## src/kms_pkg.sv

```systemverilog
// Constants shared by the keypad matrix scanner.
// Assumes an 8-bit register port and a 200 MHz core clock.
package kms_pkg;
   // Register offsets on the register port.
   localparam logic [7:0] OFF_DRIVE = 8'hd1;
   localparam logic [7:0] OFF_SENSE = 8'hd2;
   localparam logic [7:0] OFF_TIMING = 8'hd3;
   localparam logic [7:0] OFF_STATUS = 8'hd4;
   localparam logic [7:0] OFF_SIZE = 8'hd5;
   localparam logic [7:0] OFF_ORDER_LO = 8'hd6;
   localparam logic [7:0] OFF_ORDER_HI = 8'hd7;
   // Reset values.
   localparam logic [4:0] RST_DRIVE = 5'h1f;
   localparam logic [5:0] RST_SENSE = 6'h3f;
   localparam logic [7:0] RST_TIMING = 8'h00;
   localparam logic [5:0] RST_SIZE = 6'h00;
   localparam logic [7:0] RST_ORDER_LO = 8'h00;
   localparam logic [6:0] RST_ORDER_HI = 7'h00;
   // Control and status bit positions.
   localparam int BIT_IRQ_EN = 0;
   localparam int BIT_FLAG = 1;
   localparam int BIT_AUTO = 2;
   localparam int BIT_CLK = 3;
   // Size field positions.
   localparam int SIZE_DRIVE_LSB = 0;
   localparam int SIZE_SENSE_LSB = 3;
   // Timing field positions.
   localparam int TIM_SCAN_LSB = 0;
   localparam int TIM_DB_LSB = 2;
   // Line counts.
   localparam int DRIVE_LINES = 5;
   localparam int SENSE_LINES = 6;
   localparam int SLOT_BITS = 3;
   localparam logic [2:0] MAX_DRIVE = 3'h5;
   localparam logic [2:0] MAX_SENSE = 3'h6;
   // Debounce steps, in keypad clock periods, and the code-zero value.
   localparam logic [1:0] DB_STEP_SHIFT = 2'h2;
   localparam logic [6:0] DB_ZERO_STEPS = 7'h40;
   localparam logic [2:0] SCAN_ZERO_MS = 3'h4;
   // Keypad clock timing.
   localparam int CORE_PERIOD_PS = 5000;
   localparam int KCLK_PERIOD_US = 1000;
   localparam int KCLK_HALF_CYCLES =
      (KCLK_PERIOD_US * 1000000 / CORE_PERIOD_PS) / 2;
   // Scan sequencer states.
   typedef enum logic [1:0] {
      ST_SCAN = 2'b00,
      ST_PRESS_DB = 2'b01,
      ST_HOLD = 2'b10,
      ST_RELEASE_DB = 2'b11
   } kms_state_type;
endpackage : kms_pkg

```

## src/kms_scanner.sv

```systemverilog
// Keypad matrix scanner: registers, keypad clock, scan sequencer.
// Assumes a register master on core_clk and raw keypad pins.
//
// Notes on behaviour
// - Status bit 3 reads keypad clock level.
// - Status bit 2 selects automatic or manual scanning.
// - Automatic scan sets flag, interrupts, stores location.
// - Manual: sense falling edge after all-high sets flag.
// - Reading control/status clears the flag.
// - Manual detect works without the keypad clock.
// - Enable bit gates interrupt only, not flag.
// - Size settings only matter in automatic mode.
// - Size bits 5:3 give sense lines scanned.
// - Size bits 2:0 give drive lines scanned.
// - Scan order: five three-bit drive-line slots.
// - Step slots first to fifth up to count.
// - Low order register holds slots one, two, part three.
// - Slot value selects drive line number directly.
// - Manual mode drives pins from drive-line register.
// - Presses and releases debounced in 4 ms steps.
//
// Design decision made here: the strobed register port.
`timescale 1ns/1ps
module kms_scanner
   import kms_pkg::*;
#(
   parameter int HALF_CYCLES = KCLK_HALF_CYCLES
) (
   // Clock and reset.
   input wire logic core_clk,
   input wire logic reset,
   // Register port.
   input wire logic [7:0] reg_addr,
   input wire logic [7:0] reg_wdata,
   input wire logic reg_wr,
   input wire logic reg_rd,
   output logic [7:0] reg_rdata,
   // Keypad clock run request from power control.
   input wire logic kclk_run,
   // Keypad pins.
   input wire logic [5:0] sense_in,
   output logic [4:0] drive_out,
   // Key-detect interrupt.
   output logic key_irq
);

   // Software registers.
   logic [4:0] drive_line_register_q; // Drive value or found column.
   logic [5:0] sense_line_register_q; // Sense value or found row.
   logic [7:0] timing_q; // Debounce and scan time codes.
   logic [5:0] keypad_size_q; // Sense and drive line counts.
   logic [7:0] scan_order_low_q; // Slots one, two, low of three.
   logic [6:0] scan_order_high_q; // Slot three msb, four, five.
   logic auto_scan_enable_q; // Automatic scan mode.
   logic key_found_flag_q; // Sticky key-detect flag.
   logic key_found_irq_enable_q; // Interrupt gate.
   // Keypad clock.
   logic [19:0] div_q; // Half-period counter.
   logic scan_clock_level_q; // Keypad clock level.
   logic tick; // One core cycle per keypad clock period.
   // Sense synchroniser and edge history.
   logic [5:0] sense_meta_q; // First stage, read only by the second.
   logic [5:0] sense_sync_q; // Second stage.
   logic [5:0] sense_prev_q; // Previous synchronised value.
   // Sequencer.
   kms_state_type state_q; // Scan state.
   logic [2:0] slot_q; // Current slot index.
   logic [8:0] timer_q; // Countdown in keypad clock periods.
   // Decoded helpers.
   logic wr_hit_status; // Write to control/status.
   logic rd_hit_status; // Read of control/status.
   logic [2:0] drive_count; // Effective drive-line count.
   logic [2:0] sense_count; // Effective sense-line count.
   logic [5:0] sense_mask; // Ones for sense lines in use.
   logic key_low; // A scanned sense line is low.
   logic [14:0] scan_order; // Full scan order value.
   logic [2:0] slot_line [0:4]; // Drive line named by each slot.
   logic [2:0] sel_line; // Drive line of the current slot.
   logic [4:0] scan_pattern; // Drive pattern for the current slot.
   logic [8:0] db_ticks; // Debounce length.
   logic [8:0] scan_ticks; // Settle time per slot.
   logic last_slot; // Current slot is the final one.
   logic auto_found; // Automatic detection event.
   logic manual_fall; // Manual detection event.
   logic flag_set; // Any detection event.

   // Register decodes.
   assign wr_hit_status = reg_wr && (reg_addr == OFF_STATUS);
   assign rd_hit_status = reg_rd && (reg_addr == OFF_STATUS);

   // Counts of zero or above the pin count mean all lines.
   always_comb begin
      drive_count = keypad_size_q[SIZE_DRIVE_LSB +: 3];
      sense_count = keypad_size_q[SIZE_SENSE_LSB +: 3];
      if ((drive_count == 3'h0) || (drive_count > MAX_DRIVE)) begin
         drive_count = MAX_DRIVE;
      end
      if ((sense_count == 3'h0) || (sense_count > MAX_SENSE)) begin
         sense_count = MAX_SENSE;
      end
   end

   // Slot three straddles both order registers.
   assign scan_order = {scan_order_high_q,
                        scan_order_low_q};

   // Split the order into slots and build masks per line.
   genvar g;
   generate
      for (g = 0; g < DRIVE_LINES; g++) begin : g_slot
         // Each slot names a drive line by number.
         assign slot_line[g] = scan_order[g*SLOT_BITS +: SLOT_BITS];
         // Only the named line goes low; a number above 4 drives none.
         assign scan_pattern[g] = (sel_line != 3'(g));
      end
      for (g = 0; g < SENSE_LINES; g++) begin : g_mask
         // Sense lines past the count are ignored.
         assign sense_mask[g] = (3'(g) < sense_count);
      end
   endgenerate

   assign sel_line = slot_line[slot_q];
   assign key_low = |(~sense_sync_q & sense_mask);
   assign last_slot = ({1'b0, slot_q} + 4'h1) >= {1'b0, drive_count};

   // Debounce code zero is the longest setting.
   always_comb begin
      db_ticks = {timing_q[TIM_DB_LSB +: 6] == 6'h0 ? DB_ZERO_STEPS :
                  {1'b0, timing_q[TIM_DB_LSB +: 6]}, 2'b00};
      scan_ticks = {7'h00, timing_q[TIM_SCAN_LSB +: 2]};
      if (timing_q[TIM_SCAN_LSB +: 2] == 2'h0) begin
         scan_ticks = {6'h00, SCAN_ZERO_MS};
      end
   end

   // Keypad clock divider; it stops when power control idles it.
   always_ff @(posedge core_clk or posedge reset) begin
      if (reset) begin
         div_q <= 20'h00000;
         scan_clock_level_q <= 1'b0;
      end else if (!kclk_run) begin
         div_q <= 20'h00000;
      end else if (div_q >= 20'(HALF_CYCLES - 1)) begin
         div_q <= 20'h00000;
         scan_clock_level_q <= ~scan_clock_level_q;
      end else begin
         div_q <= div_q + 20'h00001;
      end
   end

   // One tick per period, at the rising half.
   assign tick = kclk_run && !scan_clock_level_q &&
                 (div_q >= 20'(HALF_CYCLES - 1));

   // Two-stage synchroniser for the sense pins, plus history.
   always_ff @(posedge core_clk or posedge reset) begin
      if (reset) begin
         sense_meta_q <= RST_SENSE;
         sense_sync_q <= RST_SENSE;
         sense_prev_q <= RST_SENSE;
      end else begin
         sense_meta_q <= sense_in;
         sense_sync_q <= sense_meta_q;
         sense_prev_q <= sense_sync_q;
      end
   end

   // Manual detect runs on the core clock alone, so a stopped keypad
   // clock does not mask a press. Bouncing keys may retrigger it.
   assign manual_fall = !auto_scan_enable_q && (&sense_prev_q) &&
                        !(&sense_sync_q);

   // Automatic detect fires when the press debounce ends still low.
   assign auto_found = auto_scan_enable_q && (state_q == ST_PRESS_DB) &&
                       tick && (timer_q <= 9'h001) && key_low;

   assign flag_set = auto_found || manual_fall;

   // Scan sequencer; it idles at the first slot in manual mode.
   always_ff @(posedge core_clk or posedge reset) begin
      if (reset) begin
         state_q <= ST_SCAN;
         slot_q <= 3'h0;
         timer_q <= 9'h000;
      end else if (!auto_scan_enable_q) begin
         // Size settings have no effect here.
         state_q <= ST_SCAN;
         slot_q <= 3'h0;
         timer_q <= scan_ticks;
      end else begin
         case (state_q)
            ST_SCAN: begin
               // Settle, then sample the sense lines.
               if (tick) begin
                  if (timer_q > 9'h001) begin
                     timer_q <= timer_q - 9'h001;
                  end else if (key_low) begin
                     state_q <= ST_PRESS_DB;
                     timer_q <= db_ticks;
                  end else begin
                     slot_q <= last_slot ? 3'h0 : slot_q + 3'h1;
                     timer_q <= scan_ticks;
                  end
               end
            end
            ST_PRESS_DB: begin
               // A bounce back high abandons the press.
               if (tick) begin
                  if (!key_low) begin
                     state_q <= ST_SCAN;
                     timer_q <= scan_ticks;
                  end else if (timer_q > 9'h001) begin
                     timer_q <= timer_q - 9'h001;
                  end else begin
                     state_q <= ST_HOLD;
                  end
               end
            end
            ST_HOLD: begin
               // Wait for the key to let go.
               if (!key_low) begin
                  state_q <= ST_RELEASE_DB;
                  timer_q <= db_ticks;
               end
            end
            ST_RELEASE_DB: begin
               // Release must stay high for the full debounce.
               if (key_low) begin
                  state_q <= ST_HOLD;
               end else if (tick) begin
                  if (timer_q > 9'h001) begin
                     timer_q <= timer_q - 9'h001;
                  end else begin
                     state_q <= ST_SCAN;
                     slot_q <= last_slot ? 3'h0 : slot_q + 3'h1;
                     timer_q <= scan_ticks;
                  end
               end
            end
            default: begin
               state_q <= ST_SCAN;
               slot_q <= 3'h0;
               timer_q <= scan_ticks;
            end
         endcase
      end
   end

   // Control bits written by software.
   always_ff @(posedge core_clk or posedge reset) begin
      if (reset) begin
         auto_scan_enable_q <= 1'b0;
         key_found_irq_enable_q <= 1'b0;
      end else if (wr_hit_status) begin
         auto_scan_enable_q <= reg_wdata[BIT_AUTO];
         key_found_irq_enable_q <= reg_wdata[BIT_IRQ_EN];
      end
   end

   // Sticky flag: a new event beats a clearing read in the same cycle.
   always_ff @(posedge core_clk or posedge reset) begin
      if (reset) begin
         key_found_flag_q <= 1'b0;
      end else if (flag_set) begin
         key_found_flag_q <= 1'b1;
      end else if (rd_hit_status) begin
         key_found_flag_q <= 1'b0;
      end
   end

   // Interrupt follows the flag only while enabled.
   always_ff @(posedge core_clk or posedge reset) begin
      if (reset) begin
         key_irq <= 1'b0;
      end else begin
         key_irq <= key_found_irq_enable_q &&
                    (flag_set || (key_found_flag_q && !rd_hit_status));
      end
   end

   // Timing, size and order registers.
   always_ff @(posedge core_clk or posedge reset) begin
      if (reset) begin
         timing_q <= RST_TIMING;
         keypad_size_q <= RST_SIZE;
         scan_order_low_q <= RST_ORDER_LO;
         scan_order_high_q <= RST_ORDER_HI;
      end else if (reg_wr) begin
         case (reg_addr)
            OFF_TIMING: timing_q <= reg_wdata;
            OFF_SIZE: keypad_size_q <= reg_wdata[5:0];
            OFF_ORDER_LO: scan_order_low_q <= reg_wdata;
            OFF_ORDER_HI: scan_order_high_q <= reg_wdata[6:0];
            default: begin
            end
         endcase
      end
   end

   // Drive-line register: software value, or the found column.
   always_ff @(posedge core_clk or posedge reset) begin
      if (reset) begin
         drive_line_register_q <= RST_DRIVE;
      end else if (auto_found) begin
         drive_line_register_q <= scan_pattern;
      end else if (reg_wr && (reg_addr == OFF_DRIVE)) begin
         drive_line_register_q <= reg_wdata[4:0];
      end
   end

   // Sense-line register: live pins in manual mode, found row otherwise.
   always_ff @(posedge core_clk or posedge reset) begin
      if (reset) begin
         sense_line_register_q <= RST_SENSE;
      end else if (!auto_scan_enable_q) begin
         sense_line_register_q <= sense_sync_q;
      end else if (auto_found) begin
         sense_line_register_q <= sense_sync_q | ~sense_mask;
      end
   end

   // Drive pins: the scan pattern, or the held register value.
   always_ff @(posedge core_clk or posedge reset) begin
      if (reset) begin
         drive_out <= RST_DRIVE;
      end else if (auto_scan_enable_q) begin
         drive_out <= scan_pattern;
      end else begin
         drive_out <= drive_line_register_q;
      end
   end

   // Read data stand for one cycle after the strobe, else zero.
   always_ff @(posedge core_clk or posedge reset) begin
      if (reset) begin
         reg_rdata <= 8'h00;
      end else if (reg_rd) begin
         case (reg_addr)
            OFF_DRIVE: reg_rdata <= {3'h0, drive_line_register_q};
            OFF_SENSE: reg_rdata <= {2'h0, sense_line_register_q};
            OFF_TIMING: reg_rdata <= timing_q;
            OFF_STATUS: begin
               // The flag reads as set on the read that clears it.
               reg_rdata <= {4'h0, scan_clock_level_q,
                             auto_scan_enable_q, key_found_flag_q,
                             key_found_irq_enable_q};
            end
            OFF_SIZE: reg_rdata <= {2'h0, keypad_size_q};
            OFF_ORDER_LO: reg_rdata <= scan_order_low_q;
            OFF_ORDER_HI: reg_rdata <= {1'b0, scan_order_high_q};
            default: reg_rdata <= 8'h00;
         endcase
      end else begin
         reg_rdata <= 8'h00;
      end
   end

endmodule : kms_scanner

```

## config.mk

```make
export PLATFORM = sky130hd
export DESIGN_NAME = kms_scanner
export DESIGN_NICKNAME = d
export VERILOG_FILES = /design/src/kms_pkg.sv /design/src/kms_scanner.sv
export SDC_FILE = /design/constraint.sdc
export NUM_CORES = 1
export LEC_CHECK = 0
export ABC_CLOCK_PERIOD_IN_PS = 3620
export BUFFER_PORTS_ARGS = -buffer_cell sky130_fd_sc_hd__buf_2
export CAP_MARGIN = 0
export CORE_MARGIN = 2
export CORE_UTILIZATION = 60
export DETAILED_ROUTE_END_ITERATION = 8
export PLACE_DENSITY = 0.88
export SLEW_MARGIN = 0
export SYNTH_ARGS = -nofsm -noshare
export SYNTH_HDL_FRONTEND = slang
export SYNTH_SLANG_ARGS = --single-unit
```

## constraint.sdc

```tcl
create_clock -name core_clk -period 3.62 [get_ports core_clk]
set_clock_uncertainty 0.15 [all_clocks]
set_input_delay 0.181 -clock core_clk [delete_from_list [all_inputs] [get_ports core_clk]]
set_output_delay 0.181 -clock core_clk [all_outputs]
set_load 0.02 [all_outputs]
```

==> results_dict.tcl <==
set metrics [dict create \
    r2r-start "div_q[0]" \
    grt_busiest_layer "met2" \
    min_to "timing_q[2]" \
    power-per-cell-area_nw_per_um2 393 \
    die_width_um 100 \
    worst_pin_slew_ps 1240 \
    synth_seq_cells 110 \
    grt_max_degree 64 \
    intPower_mw 1.72 \
    peakVddDrop_mv 0.319 \
    drv_slew 0 \
    hold-path-cell-count 2 \
    crit_required_ps 3800 \
    track_usage_pct 27.5 \
    post_cts_buffers 0 \
    grt_pass1_vias 4313 \
    grt_pass1_wl_mm 21.4 \
    yosys_most_used_dff "dfrtp_1" \
    cts_tree "done" \
    ant_nets 0 \
    ys.warnings.count 0 \
    postPlaceCellArea_um2 5840 \
    met1_usage_pct 35.8 \
    timing.final.ws_setup_ps 883 \
    hp-class "in2reg" \
    reg2reg_depth 8 \
    setup_viol 0 \
    start_kind "flip-flop" \
    synth.distinct_cells 69 \
    clk_latency_ps 380 \
    drcViolationCount 0 \
    synth_top_area_share_pct 34.1 \
    cts_buffers 9 \
    yosys-top-cells-count "76 x dfrtp_1, 57 x nor2_1, 40 x nand2_1" \
    reg2reg_slack_ps 880 \
    die_area_um2 10100 \
    total_power_mw 2.44 \
    drv_cap 0 \
    design_area_um2 6200 \
    p_comb_share_pct 12.4 \
    place.port_buffers 40 \
    htreeDepth 3 \
    start_util_pct 61.2 \
    arrival_ps 2910 \
    p_leak_nw 2.67 \
    cts_resized 0 \
    place_congestion 0.930 \
    syn-cell-area_um2 5570 \
    via_per_inst 6.36 \
    firstDrtPassIters 5 \
    met2_usage_pct 45.1 \
    period_share_pct 75.6 \
    synth_enable_flop_cells 0 \
    nNetsFinal 608 \
    area_growth_pct 11.4 \
    cts.reportedPaths.clkPinSlew_ps 120 \
    grt_antenna_before_repair 0 \
    diodes 0 \
    status "finished, final reports clean" \
    async_flop_share_pct 100 \
    row_count 35 \
    power.switching_mw 0.719 \
    yosysTopAreaCell "dfrtp_1" \
    use_met3_pct 6.48 \
    switching_share_pct 29.5 \
    finalSetupTns_ps 0 \
    final.min_clock_period_ps 2740 \
    synth_area_leaders "dfrtp_1 34%, dfstp_2 16%, mux2_2 6.3%, nor2_1 3.8%, nand2_1 2.7%" \
    routed_wl_mm 12.9 \
    pwr-share-seq_pct 55.8 \
    critical_path.endpoint_type "flip-flop" \
    avgRoutedWirePerCell_um 18.7 \
    drt-initial-drc-count 433 \
    whs_ps 31.7 \
    cts_sinks 110 \
    pre_cts_ws_ps 913 \
    die_y_um 100 \
    grt_setup_unrepaired "false" \
    max-slew-margin-rel_pct 16.5 \
    seq_area_frac_synth_pct 50.2 \
    clockRootBuffer "clkbuf_8" \
    r2r_end "sense_line_register_q[5]" \
    clockBufferDepth 2 \
    critPathKind "reg2reg" \
    dp_hpwl_mm 9.30 \
    drive_gt1_share_pct 24.7 \
    fp.coreArea_um2 9110 \
    cts_hold_buf 15 \
    vias 4390 \
    clkPwrFrac_pct 31.8 \
    syn-instance-count 525 \
    max_freq_ghz 0.365 \
    yosysMostFrequentCell "dfrtp_1" \
    gr-total-overflow 0 \
    worstPathMaxFanout 13 \
    avgSynthCellArea_um2 10.6 \
    hold_start "reg_wdata[2]" \
    hold_violations 0 \
    pin_count 41 \
]
==> through the flow <==
stage               cells  util, %
finish                690     68.1
global route          690     68.1
CTS                   690     68.1
detailed placement    659     64.1
global placement      659     64.1
floorplan             527        -
==> per-layer routing <==
metal,up-vias,routed length (µm)
li1,2010,-
met5,-,0
met2,178,6270
met3,40,728
met4,0,460
met1,2162,5450
==> area by class of cell <==
type | count | area (µm²)
flip-flops and latches | 110 | 2800
well taps | 111 | 139
fillers | 667 | 2910
multi-input cells | 378 | 2610
clock inverters | 7 | 91.3
inverters | 16 | 62.6
repair buffers | 59 | 380
clock buffers | 9 | 124
==> state kept, by name, indices dropped and copies added (netlist names) <==
name	cells
div_q	20
timer_q	9
reg_rdata	8
scan_order_low_q	8
timing_q	8
scan_order_high_q	7
keypad_size_q	6
sense_line_register_q	6
sense_meta_q	6
sense_prev_q	6
sense_sync_q	6
drive_line_register_q	5
drive_out	5
slot_q	3
state_q	2
auto_scan_enable_q	1
key_found_flag_q	1
key_found_irq_enable_q	1
key_irq	1
scan_clock_level_q	1
==> worst max-delay path, stage by stage, from the launching register on <==
cell and delay [ps]:
dfrtp_1 400, ha_1 240, nand4_2 170, a211oi_2 210, nor2_1 120, or3_1 490
nor4_4 570, a21oi_1 140, o22a_1 200
==> worst max path at each step <==
stage                                to     start  slack (ps)  depth (start not counted)
5_1_grt        drive_line_register_q[4]  div_q[0]         640                          8
4_1_cts        sense_line_register_q[5]  div_q[0]         900                          8
2_1_floorplan        auto_scan_enable_q     reset         440                          1
3_3_place_gp   sense_line_register_q[5]  div_q[0]         980                          8
6_report       sense_line_register_q[5]  div_q[0]         880                          8
3_5_place_dp   sense_line_register_q[5]  div_q[0]         910                          8
==> cell usage in the layout, fill, tap and decap left out, types with 10 or more instances in the layout <==
master	n
dfrtp_1	76
xnor2_1	11
o21ai_0	18
xor2_1	14
buf_2	40
mux2_2	31
nor3_1	13
and3_1	13
a22oi_1	14
inv_1	14
nand2_1	40
dlygate4sd3_1	15
a21oi_1	29
a31oi_1	10
dfstp_2	34
nor2_1	57
==> power by group through the flow <==
stage / sequential (mW) / clock, mW / combinational, mW
floorplan: 1.37 / 0 / 0.210
global placement: 1.38 / 0 / 0.274
detailed placement: 1.38 / 0 / 0.287
CTS: 1.36 / 0.787 / 0.301
global route: 1.37 / 0.840 / 0.335
finish: 1.36 / 0.775 / 0.303
==> cell families after synthesis <==
logic type,after synthesis,share of synthesized area (%)
compound gates,131,16.8
xor+xnor,25,3.93
fa+ha+maj,7,1.57
buf+inv,39,3.08
flops,110,50.2
mux,40,8.65
other cells,1,0.0673
simple gates,172,15.7
(Power assumes the default switching activity.)
